[src/design/hub_cfg_params.svh]
`ifndef HUB_CFG_PARAMS_SVH
`define HUB_CFG_PARAMS_SVH
// ----------------------------------------------------------------
// register indexes (byte address = index * 4)
// ----------------------------------------------------------------
`define IDX_WAKE      10'h01f
`define IDX_FIFO      10'h023
`define IDX_MCTL      10'h024
`define IDX_T0ADDR    10'h025
`define IDX_T0REG     10'h026
`define IDX_IRQ_STAT  10'h040
`define IDX_IRQ_EN    10'h041
`define IDX_IRQ_CLR   10'h042
// ----------------------------------------------------------------
// reset values and field positions
// ----------------------------------------------------------------
`define CFG_RESET     8'h00
`define IRQ_RESET     2'h0
`define FEN_TEMP      7
`define FEN_RATE_X    6
`define FEN_RATE_Y    5
`define FEN_RATE_Z    4
`define FEN_ACCEL     3
`define FEN_T2        2
`define FEN_T1        1
`define FEN_T0        0
`define MCTL_MULTI    7
`define MCTL_WAIT     6
`define MCTL_T3       5
`define MCTL_STOP     4
`define MCTL_DIV_HI   3
`define MCTL_DIV_LO   0
`define TADDR_RNW     7
`define TADDR_ID_HI   6
`define IRQ_DRDY      0
`define IRQ_ARB       1
// ----------------------------------------------------------------
// bus response codes
// ----------------------------------------------------------------
`define RESP_OKAY     2'h0
`define RESP_DECERR   2'h3
`endif

[src/design/hub_cfg_pkg.sv]
package hub_cfg_pkg;
    // data-ready sequencing while external bytes are pending
    typedef enum logic {
        drdy_idle,
        drdy_wait
    } drdy_state_t;
    typedef logic [7:0] cfg_byte_t;   // one configuration register
endpackage

[src/design/hub_cfg_regs.sv]
// Added by the designer: the AXI4-Lite slave port.
`timescale 1ns/1ps
`include "hub_cfg_params.svh"
// Functional notes
// - eight-bit wake threshold, 4 mg per count
// - temperature bytes pushed each sample when enabled
// - per-axis rate bytes pushed when enabled
// - pushes continue despite sensing path standby
// - all six accel bytes pushed when enabled
// - targets 2,1,0 external bytes pushed when enabled
// - target 3 enable lives in master control
// - multi-controller off: clock gating, no arbitration
// - data ready waits for external bytes
// - stop-then-start or repeated start between reads
// - bit 7 picks target 0 read/write
// - low seven bits: target 0 bus address
// - target 0 start register address byte
module hub_cfg_regs
    import hub_cfg_pkg::*;
#(
    parameter int ADDR_W = 12              // byte address width
)(
    input  wire logic              clk_sys_i,
    input  wire logic              resetn_i,
    // axi4-lite write address
    input  wire logic [ADDR_W-1:0] s_axi_awaddr,
    input  wire logic              s_axi_awvalid,
    output logic                   s_axi_awready,
    // axi4-lite write data
    input  wire logic [31:0]       s_axi_wdata,
    input  wire logic [3:0]        s_axi_wstrb,
    input  wire logic              s_axi_wvalid,
    output logic                   s_axi_wready,
    // axi4-lite write response
    output logic [1:0]             s_axi_bresp,
    output logic                   s_axi_bvalid,
    input  wire logic              s_axi_bready,
    // axi4-lite read address
    input  wire logic [ADDR_W-1:0] s_axi_araddr,
    input  wire logic              s_axi_arvalid,
    output logic                   s_axi_arready,
    // axi4-lite read data
    output logic [31:0]            s_axi_rdata,
    output logic [1:0]             s_axi_rresp,
    output logic                   s_axi_rvalid,
    input  wire logic              s_axi_rready,
    // neighbouring units
    input  wire logic              sample_tick_i,    // one per sample
    input  wire logic              aux_if_enabled_i, // aux master on
    input  wire logic              aux_idle_i,       // aux master idle
    input  wire logic              ext_loaded_i,     // ext bytes loaded
    input  wire logic              arb_lost_i,       // arbitration lost
    output logic [8:0]             fifo_push_o,      // per-source push
    output logic [7:0]             motion_wake_level_o,
    output logic                   aux_clk_gate_en_o,
    output logic                   arb_detect_en_o,
    output logic                   stop_between_reads_o,
    output logic [3:0]             aux_bus_clk_div_o,
    output logic                   target0_read_not_write_o,
    output logic [6:0]             target0_bus_addr_o,
    output logic [7:0]             target0_start_reg_o,
    output logic                   data_ready_o,     // one-cycle pulse
    output logic                   irq_o             // level
);
    // ------------------------------------------------------------
    // bus slave state
    // ------------------------------------------------------------
    logic [ADDR_W-1:0] aw_addr_r;      // held write address
    logic              aw_held_r;      // address taken, not yet used
    logic [7:0]        w_data_r;       // held low byte
    logic              w_strb_r;       // low lane enabled
    logic              w_held_r;       // data taken, not yet used
    logic              bvalid_r;
    logic [1:0]        bresp_r;
    logic              rvalid_r;
    logic [31:0]       rdata_r;
    logic [1:0]        rresp_r;
    logic              wr_go;          // both halves present
    logic [9:0]        wr_idx;
    logic [9:0]        rd_idx;
    logic              wr_hit;
    logic [31:0]       rd_word;
    logic              rd_hit;

    // both channels are single-entry, so a second request waits
    assign s_axi_awready = !aw_held_r && !bvalid_r;
    assign s_axi_wready  = !w_held_r && !bvalid_r;
    assign s_axi_arready = !rvalid_r;
    assign s_axi_bvalid  = bvalid_r;
    assign s_axi_bresp   = bresp_r;
    assign s_axi_rvalid  = rvalid_r;
    assign s_axi_rdata   = rdata_r;
    assign s_axi_rresp   = rresp_r;
    assign wr_go  = aw_held_r && w_held_r && !bvalid_r;
    assign wr_idx = aw_addr_r[ADDR_W-1:2];
    assign rd_idx = s_axi_araddr[ADDR_W-1:2];

    // write address capture
    always_ff @(posedge clk_sys_i or negedge resetn_i) begin
        if (!resetn_i) begin
            aw_held_r <= 1'b0;
            aw_addr_r <= '0;
        end else if (s_axi_awvalid && s_axi_awready) begin
            aw_held_r <= 1'b1;
            aw_addr_r <= s_axi_awaddr;
        end else if (wr_go) begin
            aw_held_r <= 1'b0;
        end
    end

    // write data capture, only the low byte is meaningful
    always_ff @(posedge clk_sys_i or negedge resetn_i) begin
        if (!resetn_i) begin
            w_held_r <= 1'b0;
            w_data_r <= `CFG_RESET;
            w_strb_r <= 1'b0;
        end else if (s_axi_wvalid && s_axi_wready) begin
            w_held_r <= 1'b1;
            w_data_r <= s_axi_wdata[7:0];
            w_strb_r <= s_axi_wstrb[0];
        end else if (wr_go) begin
            w_held_r <= 1'b0;
        end
    end

    // write response, decode error for unmapped words
    always_ff @(posedge clk_sys_i or negedge resetn_i) begin
        if (!resetn_i) begin
            bvalid_r <= 1'b0;
            bresp_r  <= `RESP_OKAY;
        end else if (wr_go) begin
            bvalid_r <= 1'b1;
            bresp_r  <= wr_hit ? `RESP_OKAY : `RESP_DECERR;
        end else if (s_axi_bready) begin
            bvalid_r <= 1'b0;
        end
    end

    // ------------------------------------------------------------
    // configuration registers
    // ------------------------------------------------------------
    cfg_byte_t wake_q;
    cfg_byte_t fifo_q;
    cfg_byte_t mctl_q;
    cfg_byte_t t0addr_q;
    cfg_byte_t t0reg_q;
    logic [1:0] irq_stat_r;
    logic [1:0] irq_en_r;
    logic       wr_ok;                // write with low lane enabled

    assign wr_ok = wr_go && w_strb_r;

    // which word a pending write lands on
    always_comb begin
        unique case (wr_idx)
            `IDX_WAKE, `IDX_FIFO, `IDX_MCTL, `IDX_T0ADDR,
            `IDX_T0REG, `IDX_IRQ_STAT, `IDX_IRQ_EN,
            `IDX_IRQ_CLR: wr_hit = 1'b1;
            default:      wr_hit = 1'b0;   // unmapped
        endcase
    end

    cfg_reg8 u_wake (
        .clk_sys_i (clk_sys_i),
        .resetn_i  (resetn_i),
        .wr_i      (wr_ok && wr_idx == `IDX_WAKE),
        .wdata_i   (w_data_r),
        .q_o       (wake_q)
    );
    cfg_reg8 u_fifo (
        .clk_sys_i (clk_sys_i),
        .resetn_i  (resetn_i),
        .wr_i      (wr_ok && wr_idx == `IDX_FIFO),
        .wdata_i   (w_data_r),
        .q_o       (fifo_q)
    );
    cfg_reg8 u_mctl (
        .clk_sys_i (clk_sys_i),
        .resetn_i  (resetn_i),
        .wr_i      (wr_ok && wr_idx == `IDX_MCTL),
        .wdata_i   (w_data_r),
        .q_o       (mctl_q)
    );
    cfg_reg8 u_t0addr (
        .clk_sys_i (clk_sys_i),
        .resetn_i  (resetn_i),
        .wr_i      (wr_ok && wr_idx == `IDX_T0ADDR),
        .wdata_i   (w_data_r),
        .q_o       (t0addr_q)
    );
    cfg_reg8 u_t0reg (
        .clk_sys_i (clk_sys_i),
        .resetn_i  (resetn_i),
        .wr_i      (wr_ok && wr_idx == `IDX_T0REG),
        .wdata_i   (w_data_r),
        .q_o       (t0reg_q)
    );

    // settings straight out to the neighbours
    assign motion_wake_level_o = wake_q;
    assign stop_between_reads_o = mctl_q[`MCTL_STOP];
    assign aux_bus_clk_div_o =
        mctl_q[`MCTL_DIV_HI:`MCTL_DIV_LO];
    assign target0_read_not_write_o = t0addr_q[`TADDR_RNW];
    assign target0_bus_addr_o = t0addr_q[`TADDR_ID_HI:0];
    assign target0_start_reg_o = t0reg_q;
    // gating only allowed when single-controller and idle
    assign aux_clk_gate_en_o =
        !mctl_q[`MCTL_MULTI] && aux_idle_i;
    assign arb_detect_en_o = mctl_q[`MCTL_MULTI];

    // ------------------------------------------------------------
    // fifo push requests
    // ------------------------------------------------------------
    // standby of a sensing path is deliberately not an input here:
    // an enabled source keeps buffering regardless
    always_ff @(posedge clk_sys_i or negedge resetn_i) begin
        if (!resetn_i) begin
            fifo_push_o <= '0;
        end else if (sample_tick_i) begin
            fifo_push_o <= {mctl_q[`MCTL_T3],
                            fifo_q[`FEN_T2], fifo_q[`FEN_T1],
                            fifo_q[`FEN_T0],
                            fifo_q[`FEN_ACCEL],
                            fifo_q[`FEN_RATE_Z],
                            fifo_q[`FEN_RATE_Y],
                            fifo_q[`FEN_RATE_X],
                            fifo_q[`FEN_TEMP]};
        end else begin
            fifo_push_o <= '0;
        end
    end

    // ------------------------------------------------------------
    // data-ready sequencing
    // ------------------------------------------------------------
    drdy_state_t drdy_st_r;
    logic        hold_off;            // must wait for ext bytes

    // a disabled aux master never loads, so never wait on it
    assign hold_off = mctl_q[`MCTL_WAIT] && aux_if_enabled_i;

    // waiting state
    always_ff @(posedge clk_sys_i or negedge resetn_i) begin
        if (!resetn_i) begin
            drdy_st_r <= drdy_idle;
        end else begin
            unique case (drdy_st_r)
                drdy_idle: begin
                    if (sample_tick_i && hold_off) begin
                        drdy_st_r <= drdy_wait;
                    end
                end
                drdy_wait: begin
                    if (ext_loaded_i || !aux_if_enabled_i) begin
                        drdy_st_r <= drdy_idle;
                    end
                end
            endcase
        end
    end

    // ready pulse, one cycle
    always_ff @(posedge clk_sys_i or negedge resetn_i) begin
        if (!resetn_i) begin
            data_ready_o <= 1'b0;
        end else if (drdy_st_r == drdy_idle) begin
            data_ready_o <= sample_tick_i && !hold_off;
        end else begin
            data_ready_o <= ext_loaded_i || !aux_if_enabled_i;
        end
    end

    // ------------------------------------------------------------
    // interrupt status, enable and clear
    // ------------------------------------------------------------
    logic [1:0] irq_set;
    logic [1:0] irq_clr;

    assign irq_set[`IRQ_DRDY] = data_ready_o;
    // arbitration loss only counts while detection is on
    assign irq_set[`IRQ_ARB] = arb_lost_i && arb_detect_en_o;
    assign irq_clr = (wr_ok && wr_idx == `IDX_IRQ_CLR) ?
                     w_data_r[1:0] : `IRQ_RESET;

    // sticky status; a set in the clear cycle wins
    always_ff @(posedge clk_sys_i or negedge resetn_i) begin
        if (!resetn_i) begin
            irq_stat_r <= `IRQ_RESET;
        end else begin
            irq_stat_r <= (irq_stat_r & ~irq_clr) | irq_set;
        end
    end

    // enable mask
    always_ff @(posedge clk_sys_i or negedge resetn_i) begin
        if (!resetn_i) begin
            irq_en_r <= `IRQ_RESET;
        end else if (wr_ok && wr_idx == `IDX_IRQ_EN) begin
            irq_en_r <= w_data_r[1:0];
        end
    end

    assign irq_o = |(irq_stat_r & irq_en_r);

    // ------------------------------------------------------------
    // read path
    // ------------------------------------------------------------
    always_comb begin
        rd_word = '0;
        rd_hit  = 1'b1;
        unique case (rd_idx)
            `IDX_WAKE:     rd_word[7:0] = wake_q;
            `IDX_FIFO:     rd_word[7:0] = fifo_q;
            `IDX_MCTL:     rd_word[7:0] = mctl_q;
            `IDX_T0ADDR:   rd_word[7:0] = t0addr_q;
            `IDX_T0REG:    rd_word[7:0] = t0reg_q;
            `IDX_IRQ_STAT: rd_word[1:0] = irq_stat_r;
            `IDX_IRQ_EN:   rd_word[1:0] = irq_en_r;
            `IDX_IRQ_CLR:  rd_word[1:0] = `IRQ_RESET;  // write-only
            default:       rd_hit = 1'b0;
        endcase
    end

    // read data, registered one cycle after the address
    always_ff @(posedge clk_sys_i or negedge resetn_i) begin
        if (!resetn_i) begin
            rvalid_r <= 1'b0;
            rdata_r  <= '0;
            rresp_r  <= `RESP_OKAY;
        end else if (s_axi_arvalid && s_axi_arready) begin
            rvalid_r <= 1'b1;
            rdata_r  <= rd_word;
            rresp_r  <= rd_hit ? `RESP_OKAY : `RESP_DECERR;
        end else if (s_axi_rready) begin
            rvalid_r <= 1'b0;
        end
    end
endmodule

[src/design/cfg_reg8.sv]
`timescale 1ns/1ps
`include "hub_cfg_params.svh"
// ----------------------------------------------------------------
// one software-writable configuration byte
// ----------------------------------------------------------------
module cfg_reg8
    import hub_cfg_pkg::*;
(
    input  wire logic      clk_sys_i,   // system clock
    input  wire logic      resetn_i,    // async reset, active low
    input  wire logic      wr_i,        // write strobe, low lane enabled
    input  wire logic [7:0] wdata_i,    // write data, low byte
    output cfg_byte_t      q_o          // stored value
);
    // stored value, cleared on reset
    always_ff @(posedge clk_sys_i or negedge resetn_i) begin
        if (!resetn_i) begin
            q_o <= `CFG_RESET;
        end else if (wr_i) begin
            q_o <= wdata_i;
        end
    end
endmodule

[config.mk]
export PLATFORM = sky130hd
export DESIGN_NAME = hub_cfg_regs
export DESIGN_NICKNAME = d
export VERILOG_FILES = /design/src/design/hub_cfg_pkg.sv /design/src/design/hub_cfg_regs.sv /design/src/design/cfg_reg8.sv
export VERILOG_INCLUDE_DIRS = /design/src /design/src/design
export SDC_FILE = /design/constraint.sdc
export NUM_CORES = 1
export LEC_CHECK = 0
export ABC_AREA = 0
export BUFFER_PORTS_ARGS = -buffer_cell sky130_fd_sc_hd__buf_2
export CAP_MARGIN = 20
export CORE_UTILIZATION = 42
export DETAILED_ROUTE_END_ITERATION = 8
export HOLD_SLACK_MARGIN = 0.05
export PLACE_DENSITY = 0.75
export SYNTH_ARGS = -nofsm -noshare
export SYNTH_HDL_FRONTEND = slang
export SYNTH_SLANG_ARGS = --single-unit
[constraint.sdc]
create_clock -name clk_sys_i -period 2.7 [get_ports clk_sys_i]
set_input_delay 0.405 -clock clk_sys_i [delete_from_list [all_inputs] [get_ports clk_sys_i]]
set_output_delay 0.405 -clock clk_sys_i [all_outputs]
set_load 0.005 [all_outputs]
# Word-level counts from Yosys, hierarchy flattened
# Cells that the tools add are included.
[totals] ff_bits=92 input_bits=72 wordCells=95
[classes] eq_ne=16 muxes=19 bitwise_logic=5 reduce_logical=35
[ops] operator="== test 10 x 6 -> 1 bit, second input constant" count=8
[ops] operator="== test 10 x 7 -> 1 bit, second input constant" count=6
[ops] operator="case mux 6 bit (5 select lines)" count=1
[ops] operator="== test 10 x 5 -> 1 bit, second input constant" count=2
[ops] operator="logical AND 1 bit" count=20
[ops] operator="OR reduction 8 bit" count=2
[ops] operator="case mux 2 bit (7 select lines)" count=1
[ops] operator="2-to-1 mux 1 bit" count=12
[ops] operator="2-to-1 mux 9 bit" count=1
[ops] operator="nonzero test 2 bit" count=4
[ops] operator="logical NOT 1 bit" count=7
[ops] operator="2-to-1 mux 2 bit" count=3
[ops] operator="AND 2 bit" count=2
[ops] operator="NOT 2 bit" count=1
[ops] operator="bitwise OR 2 bit" count=1
[ops] operator="case mux 1 bit (2 select lines)" count=1
[ops] operator="OR reduction 2 bit" count=1
[ops] operator="logical OR 1 bit" count=1
[ops] operator="NOT 1 bit" count=1

# Logic depth before layout (Yosys ltp)
# Gate-level depths: netlist (run 1).
[depth] word_depth=8 ltp_mapped=7 mapped_depth_nobuf=5

# Modules after synthesis
# Synthesis (run 1) repeated with hierarchy kept, for this count alone.
[unflattened] hier_cells=337 area_unflattened_um2=4264.1
[by_module_without_submodules] module="hub_cfg_regs" instances=1 cells_per_inst=252 area_per_inst_um2=2606.2 seq_area_each_um2=1201.2
[by_module_without_submodules] module="cfg_reg8" instances=5 cells_per_inst=17 area_per_inst_um2=331.6 seq_area_each_um2=200.2

# Worst setup path after synthesis (run 1)
# No wires, ideal clock.
[synth_timing] kind="register -> register" startpoint="reg aw_addr_r[9]" endpoint="reg u_wake.q_o[0]" setup_ns=0.125 arrival_ns=2.028 required_time_ns=2.575 setup_slack_ns=0.547 stages_incl_launch_ff=5 path_buffers=0 synth_period_minus_slack_ns=2.153 cell_sequence="dfrtp_1 > or3_4 > or4_2 > nor2_2 > mux2_2"
[synth_via] elab_chain_len=2
[synth_rtl] element="start: declaration" line_no="hub_cfg_regs.sv:68" source="logic [ADDR_W-1:0] aw_addr_r;"
[synth_rtl] element="start signal: assignment" line_no="hub_cfg_regs.sv:105" source="aw_addr_r <= s_axi_awaddr;"
[synth_rtl] element="== test 10 x 5 -> 1 bit"
[synth_rtl] element="logical AND 1 bit (no source line)"
[synth_rtl] element="end signal: assignment" line_no="cfg_reg8.sv:18" source="q_o <= `CFG_RESET;"
[synth_rtl] element="end signal: assignment" line_no="cfg_reg8.sv:20" source="q_o <= wdata_i;"
[synth_rtl] element="end: declaration" line_no="cfg_reg8.sv:13" source="output cfg_byte_t q_o"
# No other way between the ends.
# A chain may end at the register's enable or synchronous reset.

# Final worst setup path (run 1)
[layout_timing] startpoint="reg aw_addr_r[9]" endpoint="reg u_wake.q_o[7]"
# The elaborated chain is that of the path after synthesis.

==> impl_metrics.env, run 1 <==
export IMPL_cp_required_ns=2.95
export IMPL_grtUsageMet3_pct=4.99
export IMPL_dr_total_vias=2869
export IMPL_fp_row_count=35
export IMPL_ys_warn_count=0
export IMPL_r2r_start="aw_addr_r[9]$_DFFE_PN0P_"
export IMPL_place_ws_ns=0.490
export IMPL_ir_worst_vdd_mv=0.475
export IMPL_use_met2_pct=31.3
export IMPL_crit_arrival_ns=2.47
export IMPL_switchingPower_mw=1.00
export IMPL_clk_pin_slew_ns=0.09
export IMPL_criticalPathCategory="reg -> reg"
export IMPL_drc=0
export IMPL_ys_types=44
export IMPL_crit_path_end_kind="register"
export IMPL_largest_register_ffs=10
export IMPL_port_buffers=99
export IMPL_cp_start_kind="register"
export IMPL_grt_pass1_vias=2786
export IMPL_coreArea_mm2=0.00937
export IMPL_synthAdderAreaFrac_pct=0
export IMPL_synth_xor_area_share_pct=0
export IMPL_fin_ws_ns=0.484
export IMPL_wirelength_um=9170
export IMPL_max_clock_path_buffers=2
export IMPL_tns_ns=0
export IMPL_yosys_register_bits=88
export IMPL_p_comb_share_pct=19.3
export IMPL_drive_above_1_share_pct=45.0
export IMPL_fp_dieH_um=101
export IMPL_yosys_mux_area_fraction_pct=20.4
export IMPL_viasPerCell=5.08
export IMPL_internal_power_mw=2.35
export IMPL_crit_fanout=8
export IMPL_reg_largest_list="aw_addr_r: 10 flops, fifo_push_o: 9 flops"
export IMPL_rsz0062_at_grt="false"
export IMPL_fin_crit_sh_pct=82.1
export IMPL_post_cts_setup_buffers=0
export IMPL_initial_core_util_pct=43.9
export IMPL_yosys_area_share_simple_pct=11.6
export IMPL_cp_startpoint="aw_addr_r[9]$_DFFE_PN0P_"
export IMPL_postSynthAreaPerCell_um2=12.5
export IMPL_grt_busiest_layer="met2"
export IMPL_finalHoldViolations=0
export IMPL_power_density_mw_per_mm2=689
export IMPL_clockPowerShare_pct=27.3
export IMPL_fin_nets=503
export IMPL_antenna_found_initial=0
export IMPL_finalClockSkew_ns=0.0129
export IMPL_reg2regPathDepth=5
export IMPL_p_seq_share_pct=53.4
export IMPL_crit_path_end="u_wake.q_o[7]$_DFFE_PN0P_"
export IMPL_dp_hpwl_um=6830
export IMPL_grt_pass1_wl_um=14700
export IMPL_wire_per_inst_um=16.2
export IMPL_clock_sinks=88
export IMPL_fmax_ghz=0.451
export IMPL_numCtsBuffers=9
export IMPL_syn_area_mm2=0.00411
export IMPL_relSlewSlack_pct=53.4
export IMPL_drt_iter0_markers=112
export IMPL_hold_path_class="in -> async"
export IMPL_ioPinCount=155
export IMPL_antenna_cells=0
export IMPL_synth_top_family_by_area="multiplexers"
export IMPL_cts_tree="done"
export IMPL_p_sw_share_pct=29.9
export IMPL_place_congestion=0.774
export IMPL_drtAntennaViolNets=0
export IMPL_setup_viol=0
export IMPL_grt_max_degree=52
export IMPL_cts_root_buf="clkbuf_8"
export IMPL_synth_compound_area_share_pct=7.45
export IMPL_status="completed"
export IMPL_power_total_mw=3.35
export IMPL_die_w_um=101
export IMPL_fin_util_pct=51.8
export IMPL_worst_slew_pin_slew_ns=0.698
export IMPL_clk_latency_ns=0.36
export IMPL_die_area_mm2=0.0102
export IMPL_hold_buffers=0
export IMPL_ys_seq_area_share_pct=53.5
export IMPL_maxCapViolCount=0
export IMPL_use_met1_pct=24.8
export IMPL_overflow=0
export IMPL_finalMaxSlewViolations=0
export IMPL_grtUsageTotal_pct=19.2
export IMPL_ys_flop_type="dfrtp_1"
export IMPL_drtPass1Iterations=4
export IMPL_fin_crit_ns=2.22
export IMPL_syn_to_final_growth_pct=18.1
export IMPL_r2r_end="u_wake.q_o[7]$_DFFE_PN0P_"
export IMPL_h_tree_depth=3
export IMPL_synth_edff_count=0
export IMPL_cts_resized_gates=0
export IMPL_synthArstFlopShare_pct=100
export IMPL_largest_register="aw_addr_r"
export IMPL_r2r_setup_slack_ns=0.48
export IMPL_p_leak_nw=2.45
export IMPL_postSynthCellCount=329
==> critical path: stages (launching register included) <==
cell and delay, ns:
dfrtp_1 0.38, or3_4 0.41, or4_2 0.67, nor2_2 0.11
buf_4 0.19, mux2_2 0.35
==> per-stage QoR <==
stage / hold slack [ns] / cell area (µm²) / instances
6_report: 0.0609 / 4860 / 565
3_5_place_dp: 0.474 / 4660 / 549
3_3_place_gp: 0.459 / 4660 / 549
5_1_grt: 0.105 / 4860 / 565
4_1_cts: 0.0853 / 4860 / 565
2_1_floorplan: 0.109 / 4200 / 352
==> cell usage in the layout, fill, tap and decap left out, types with 3 or more instances in the layout <==
master	count
nor2b_1	10
nand2_1	14
nor3_1	4
nand3_1	4
o21a_1	3
clkbuf_8	10
buf_2	98
mux2i_1	9
conb_1	24
and2_1	11
a22oi_1	3
o2bb2ai_1	3
mux2_2	56
buf_4	11
nor3b_1	3
a21oi_1	7
a22o_1	5
a2bb2oi_1	4
mux2_4	8
nor2_2	3
a221oi_1	5
nor2_1	15
o21ai_0	7
dfrtp_1	88
==> worst min-delay path by stage <==
stage	end	slack, ns	startpoint
3_5_place_dp	s_axi_rdata[4]$_DFFE_PN0P_	0.47	s_axi_rdata[4]$_DFFE_PN0P_
5_1_grt	u_mctl.q_o[3]$_DFFE_PN0P_	0.10	resetn_i
6_report	u_mctl.q_o[3]$_DFFE_PN0P_	0.06	resetn_i
3_3_place_gp	s_axi_rdata[7]$_DFFE_PN0P_	0.46	s_axi_rdata[7]$_DFFE_PN0P_
4_1_cts	aw_addr_r[7]$_DFFE_PN0P_	0.09	resetn_i
2_1_floorplan	aw_addr_r[10]$_DFFE_PN0P_	0.11	resetn_i
==> routing by layer <==
layer  share of wire, %  vias to the layer above  wire [µm]
met5                  0                        -          0
met4                1.3                        0        121
met3                6.4                        9        587
met2                 47                      111       4300
met1                 45                     1425       4170
li1                   -                     1324          -
==> cell families (layout without fill, tap and decap cells) <==
family                 Yosys count  in the layout
and+or+nand+nor                 81             81
buffers and inverters           43            127
muxes                           73             73
DFF                             88             88
AOI/OAI and AO/OA               43             43
other                            1             24
==> synthesized netlist by cell type (all sizes together) (2+ instances only) <==
cell     instances  area [µm²]
nand2b           2        12.5
a21oi            7        35.0
clkbuf           9        33.8
nand2           14        52.6
a21o             2        15.0
nor4             2        27.5
inv              2        7.51
dfrtp           88        2200
or4              3        27.5
buf             32         240
nor2b           10        62.6
mux2i            9        90.1
o22ai            2        12.5
o2bb2ai          3        26.3
and2            12        75.1
a22oi            3        22.5
or3              3        28.8
o21a             3        22.5
o21ai            7        35.0
a2bb2oi          4        35.0
a221oi           5        43.8
nand4b           2        17.5
nor3b            3        22.5
nor3             4        20.0
nand3            4        20.0
mux2            64         751
nor2            18        75.1
a22o             5        43.8
==> cell type report <==
cell class,count,area [µm²]
fillers,867,4510
flip-flops and latches,88,2200
multi-input cells,221,1720
repair buffers,109,573
well taps,129,161
clock buffers,12,145
clock inverters,4,52.6
inverters,2,7.51
==> power by group through the flow <==
stage | Combinational [mW] | Sequential (mW) | Clock (mW)
6_report | 0.646 | 1.79 | 0.915
5_1_grt | 0.721 | 1.83 | 0.983
4_1_cts | 0.655 | 1.79 | 0.938
3_5_place_dp | 0.651 | 1.81 | 0
3_3_place_gp | 0.627 | 1.80 | 0
2_1_floorplan | 0.480 | 1.73 | 0
No activity file was read; power rests on OpenSTA's default activity.
==> run 2, diff against run 1 <==
- clock period: 2.7 -> 2.2 ns (I/O delays scaled with it)
==> run 2 against run 1 <==
Via count up 0.35%. Global-route usage fell by 0.67 points. Critical endpoint is now u_fifo.q_o[3]$_DFFE_PN0P_. Highest routed layer unchanged. Worst setup slack worse by 0.45 ns.
==> impl_metrics.env, run 2 (synthesized netlist as in run 1, its figures left out) <==
export IMPL_fmax_ghz=0.462
export IMPL_rsz0062_at_grt="false"
export IMPL_status="completed"
export IMPL_crit_slowest_cell="or4_4"
export IMPL_ioPinCount=155
export IMPL_finalHoldViolations=0
export IMPL_dp_hpwl_um=6750
export IMPL_fin_nets=507
export IMPL_drtAntennaViolNets=0
export IMPL_drive_above_1_share_pct=45.5
export IMPL_layout_common_cells="98 x buf_2, 88 x dfrtp_1, 56 x mux2_2"
export IMPL_antenna_found_initial=0
export IMPL_largest_register="aw_addr_r"
export IMPL_port_buffers=99
export IMPL_clk_pin_slew_ns=0.08
export IMPL_grt_pass1_vias=2718
export IMPL_h_tree_depth=3
export IMPL_drc=0
export IMPL_fin_util_pct=52.8
export IMPL_fin_crit_ns=2.17
export IMPL_wl_met1_um=3980
export IMPL_syn_to_final_growth_pct=20.3
export IMPL_die_w_um=101
export IMPL_grt_pass1_wl_um=14200
export IMPL_hold_slack_ns=0.159
export IMPL_layout_commonest_cell="buf_2"
export IMPL_topRoutingLayerUsed="met4"
export IMPL_overflow=0
export IMPL_path_cells="or3_4, or3_4, or4_4, mux2_4"
export IMPL_drtPass1Iterations=4
export IMPL_maxCapViolCount=0
export IMPL_register_area_mm2=0.00220
export IMPL_fp_dieH_um=101
export IMPL_cts_tree="done"
export IMPL_place_congestion=0.796
export IMPL_place_ws_ns=0.000877
export IMPL_die_area_mm2=0.0102
export IMPL_multi_input_area_mm2=0.00173
export IMPL_viasPerCell=5.06
export IMPL_grt_max_degree=54
export IMPL_grtUsageTotal_pct=18.5
export IMPL_fin_crit_sh_pct=98.5
export IMPL_wl_met3_um=686
export IMPL_fp_row_count=35
export IMPL_crit_fanout=8
export IMPL_clock_sinks=88
export IMPL_nFillCells=828
export IMPL_wirelength_um=9040
export IMPL_power_density_mw_per_mm2=856
export IMPL_numCtsBuffers=9
export IMPL_critPathBufInv=0
export IMPL_worst_slew_pin_slew_ns=0.716
export IMPL_crit_arrival_ns=2.40
export IMPL_wire_per_inst_um=15.9
export IMPL_relSlewSlack_pct=52.2
export IMPL_critPathMaxStageDelay_ns=0.55
export IMPL_cp_required_ns=2.44
export IMPL_initial_core_util_pct=43.9
export IMPL_finalClockSkew_ns=0.00752
export IMPL_critPathTopFamily="simple AND/OR/NAND/NOR gates"
export IMPL_largest_register_ffs=10
export IMPL_dr_total_vias=2879
export IMPL_crit_path_end_kind="register"
export IMPL_power_total_mw=4.24
export IMPL_tns_ns=0
export IMPL_reg_largest_list="aw_addr_r: 10 flops, fifo_push_o: 9 flops"
export IMPL_fin_ws_ns=0.0337
export IMPL_clk_latency_ns=0.34
export IMPL_route_met2_wl_um=4300
export IMPL_drt_iter0_markers=77
export IMPL_hold_path_class="in -> reg"
export IMPL_coreArea_mm2=0.00937
export IMPL_cp_start_kind="register"
export IMPL_antenna_cells=0
export IMPL_criticalPathCategory="reg -> reg"
export IMPL_setup_viol=0
export IMPL_p_leak_nw=2.49
export IMPL_max_clock_path_buffers=2
export IMPL_finalMaxSlewViolations=0
export IMPL_cts_root_buf="clkbuf_8"
export IMPL_crit_top_cell="or3_4"
export IMPL_ir_worst_vdd_mv=0.517
[run 2: layout make-up]
cell class | instances | share of cell area [%]
flip-flops and latches | 88 | 44.5
multi-input cells | 221 | 35.0
repair buffers | 113 | 12.7
well taps | 129 | 3.26
clock buffers | 13 | 3.01
clock inverters | 3 | 1.31
inverters | 2 | 0.152
[run 2: through the flow]
step                      std cells  area, µm²
final                           569       4950
after floorplan                 352       4200
after detailed placement        552       4710
after CTS                       569       4940
after global routing            569       4950
after global placement          552       4710
[run 2: power by group]
group,internal (mW),leakage (nW),switching [mW]
combinational,0.469,1.23,0.389
sequential,1.88,1.15,0.292
clock,0.671,0.108,0.534
total,3.02,2.49,1.22
[run 2: worst paths after layout]
check	from	endpoint	slack [ns]	cells past startpoint
min in group asynchronous	resetn_i	u_t0addr.q_o[2]$_DFFE_PN0P_	0.47	2
max in group asynchronous	resetn_i	s_axi_rdata[5]$_DFFE_PN0P_	1.08	3
hold reg to reg	s_axi_rdata[4]$_DFFE_PN0P_	s_axi_rdata[4]$_DFFE_PN0P_	0.48	2
hold / removal	s_axi_bready	s_axi_bvalid$_DFFE_PN0P_	0.16	2
setup reg to reg	aw_addr_r[9]$_DFFE_PN0P_	u_fifo.q_o[3]$_DFFE_PN0P_	0.03	4
setup / recovery	aw_addr_r[9]$_DFFE_PN0P_	u_fifo.q_o[3]$_DFFE_PN0P_	0.03	4
[run 2: repair_timing]
| item | in CTS | in global routing |
|---|---|---|
| setup buffers | 0 | 0 |
| pin swaps | 1 | 1 |
| cloned | 0 | 0 |
| hold buffers | 1 | 0 |
| resized for setup | 1 | 3 |
| endpoints found under the hold margin | 35 | 0 |
| setup endpoints to repair | 9 | 19 |
[run 2: worst reg2reg max path: stages, from the launching register on]
cell and delay (ns):
dfrtp_1 0.39, or3_4 0.42, or3_4 0.35, or4_4 0.55, mux2_4 0.34
[run 2: layer usage]
| layer | track usage (%) | vias to the layer above |
|---|---|---|
| met2 | 30.3 | 124 |
| li1 | - | 1333 |
| met4 | 4.12 | 0 |
| met3 | 5.62 | 7 |
| met1 | 24.3 | 1415 |
| met5 | 0 | - |
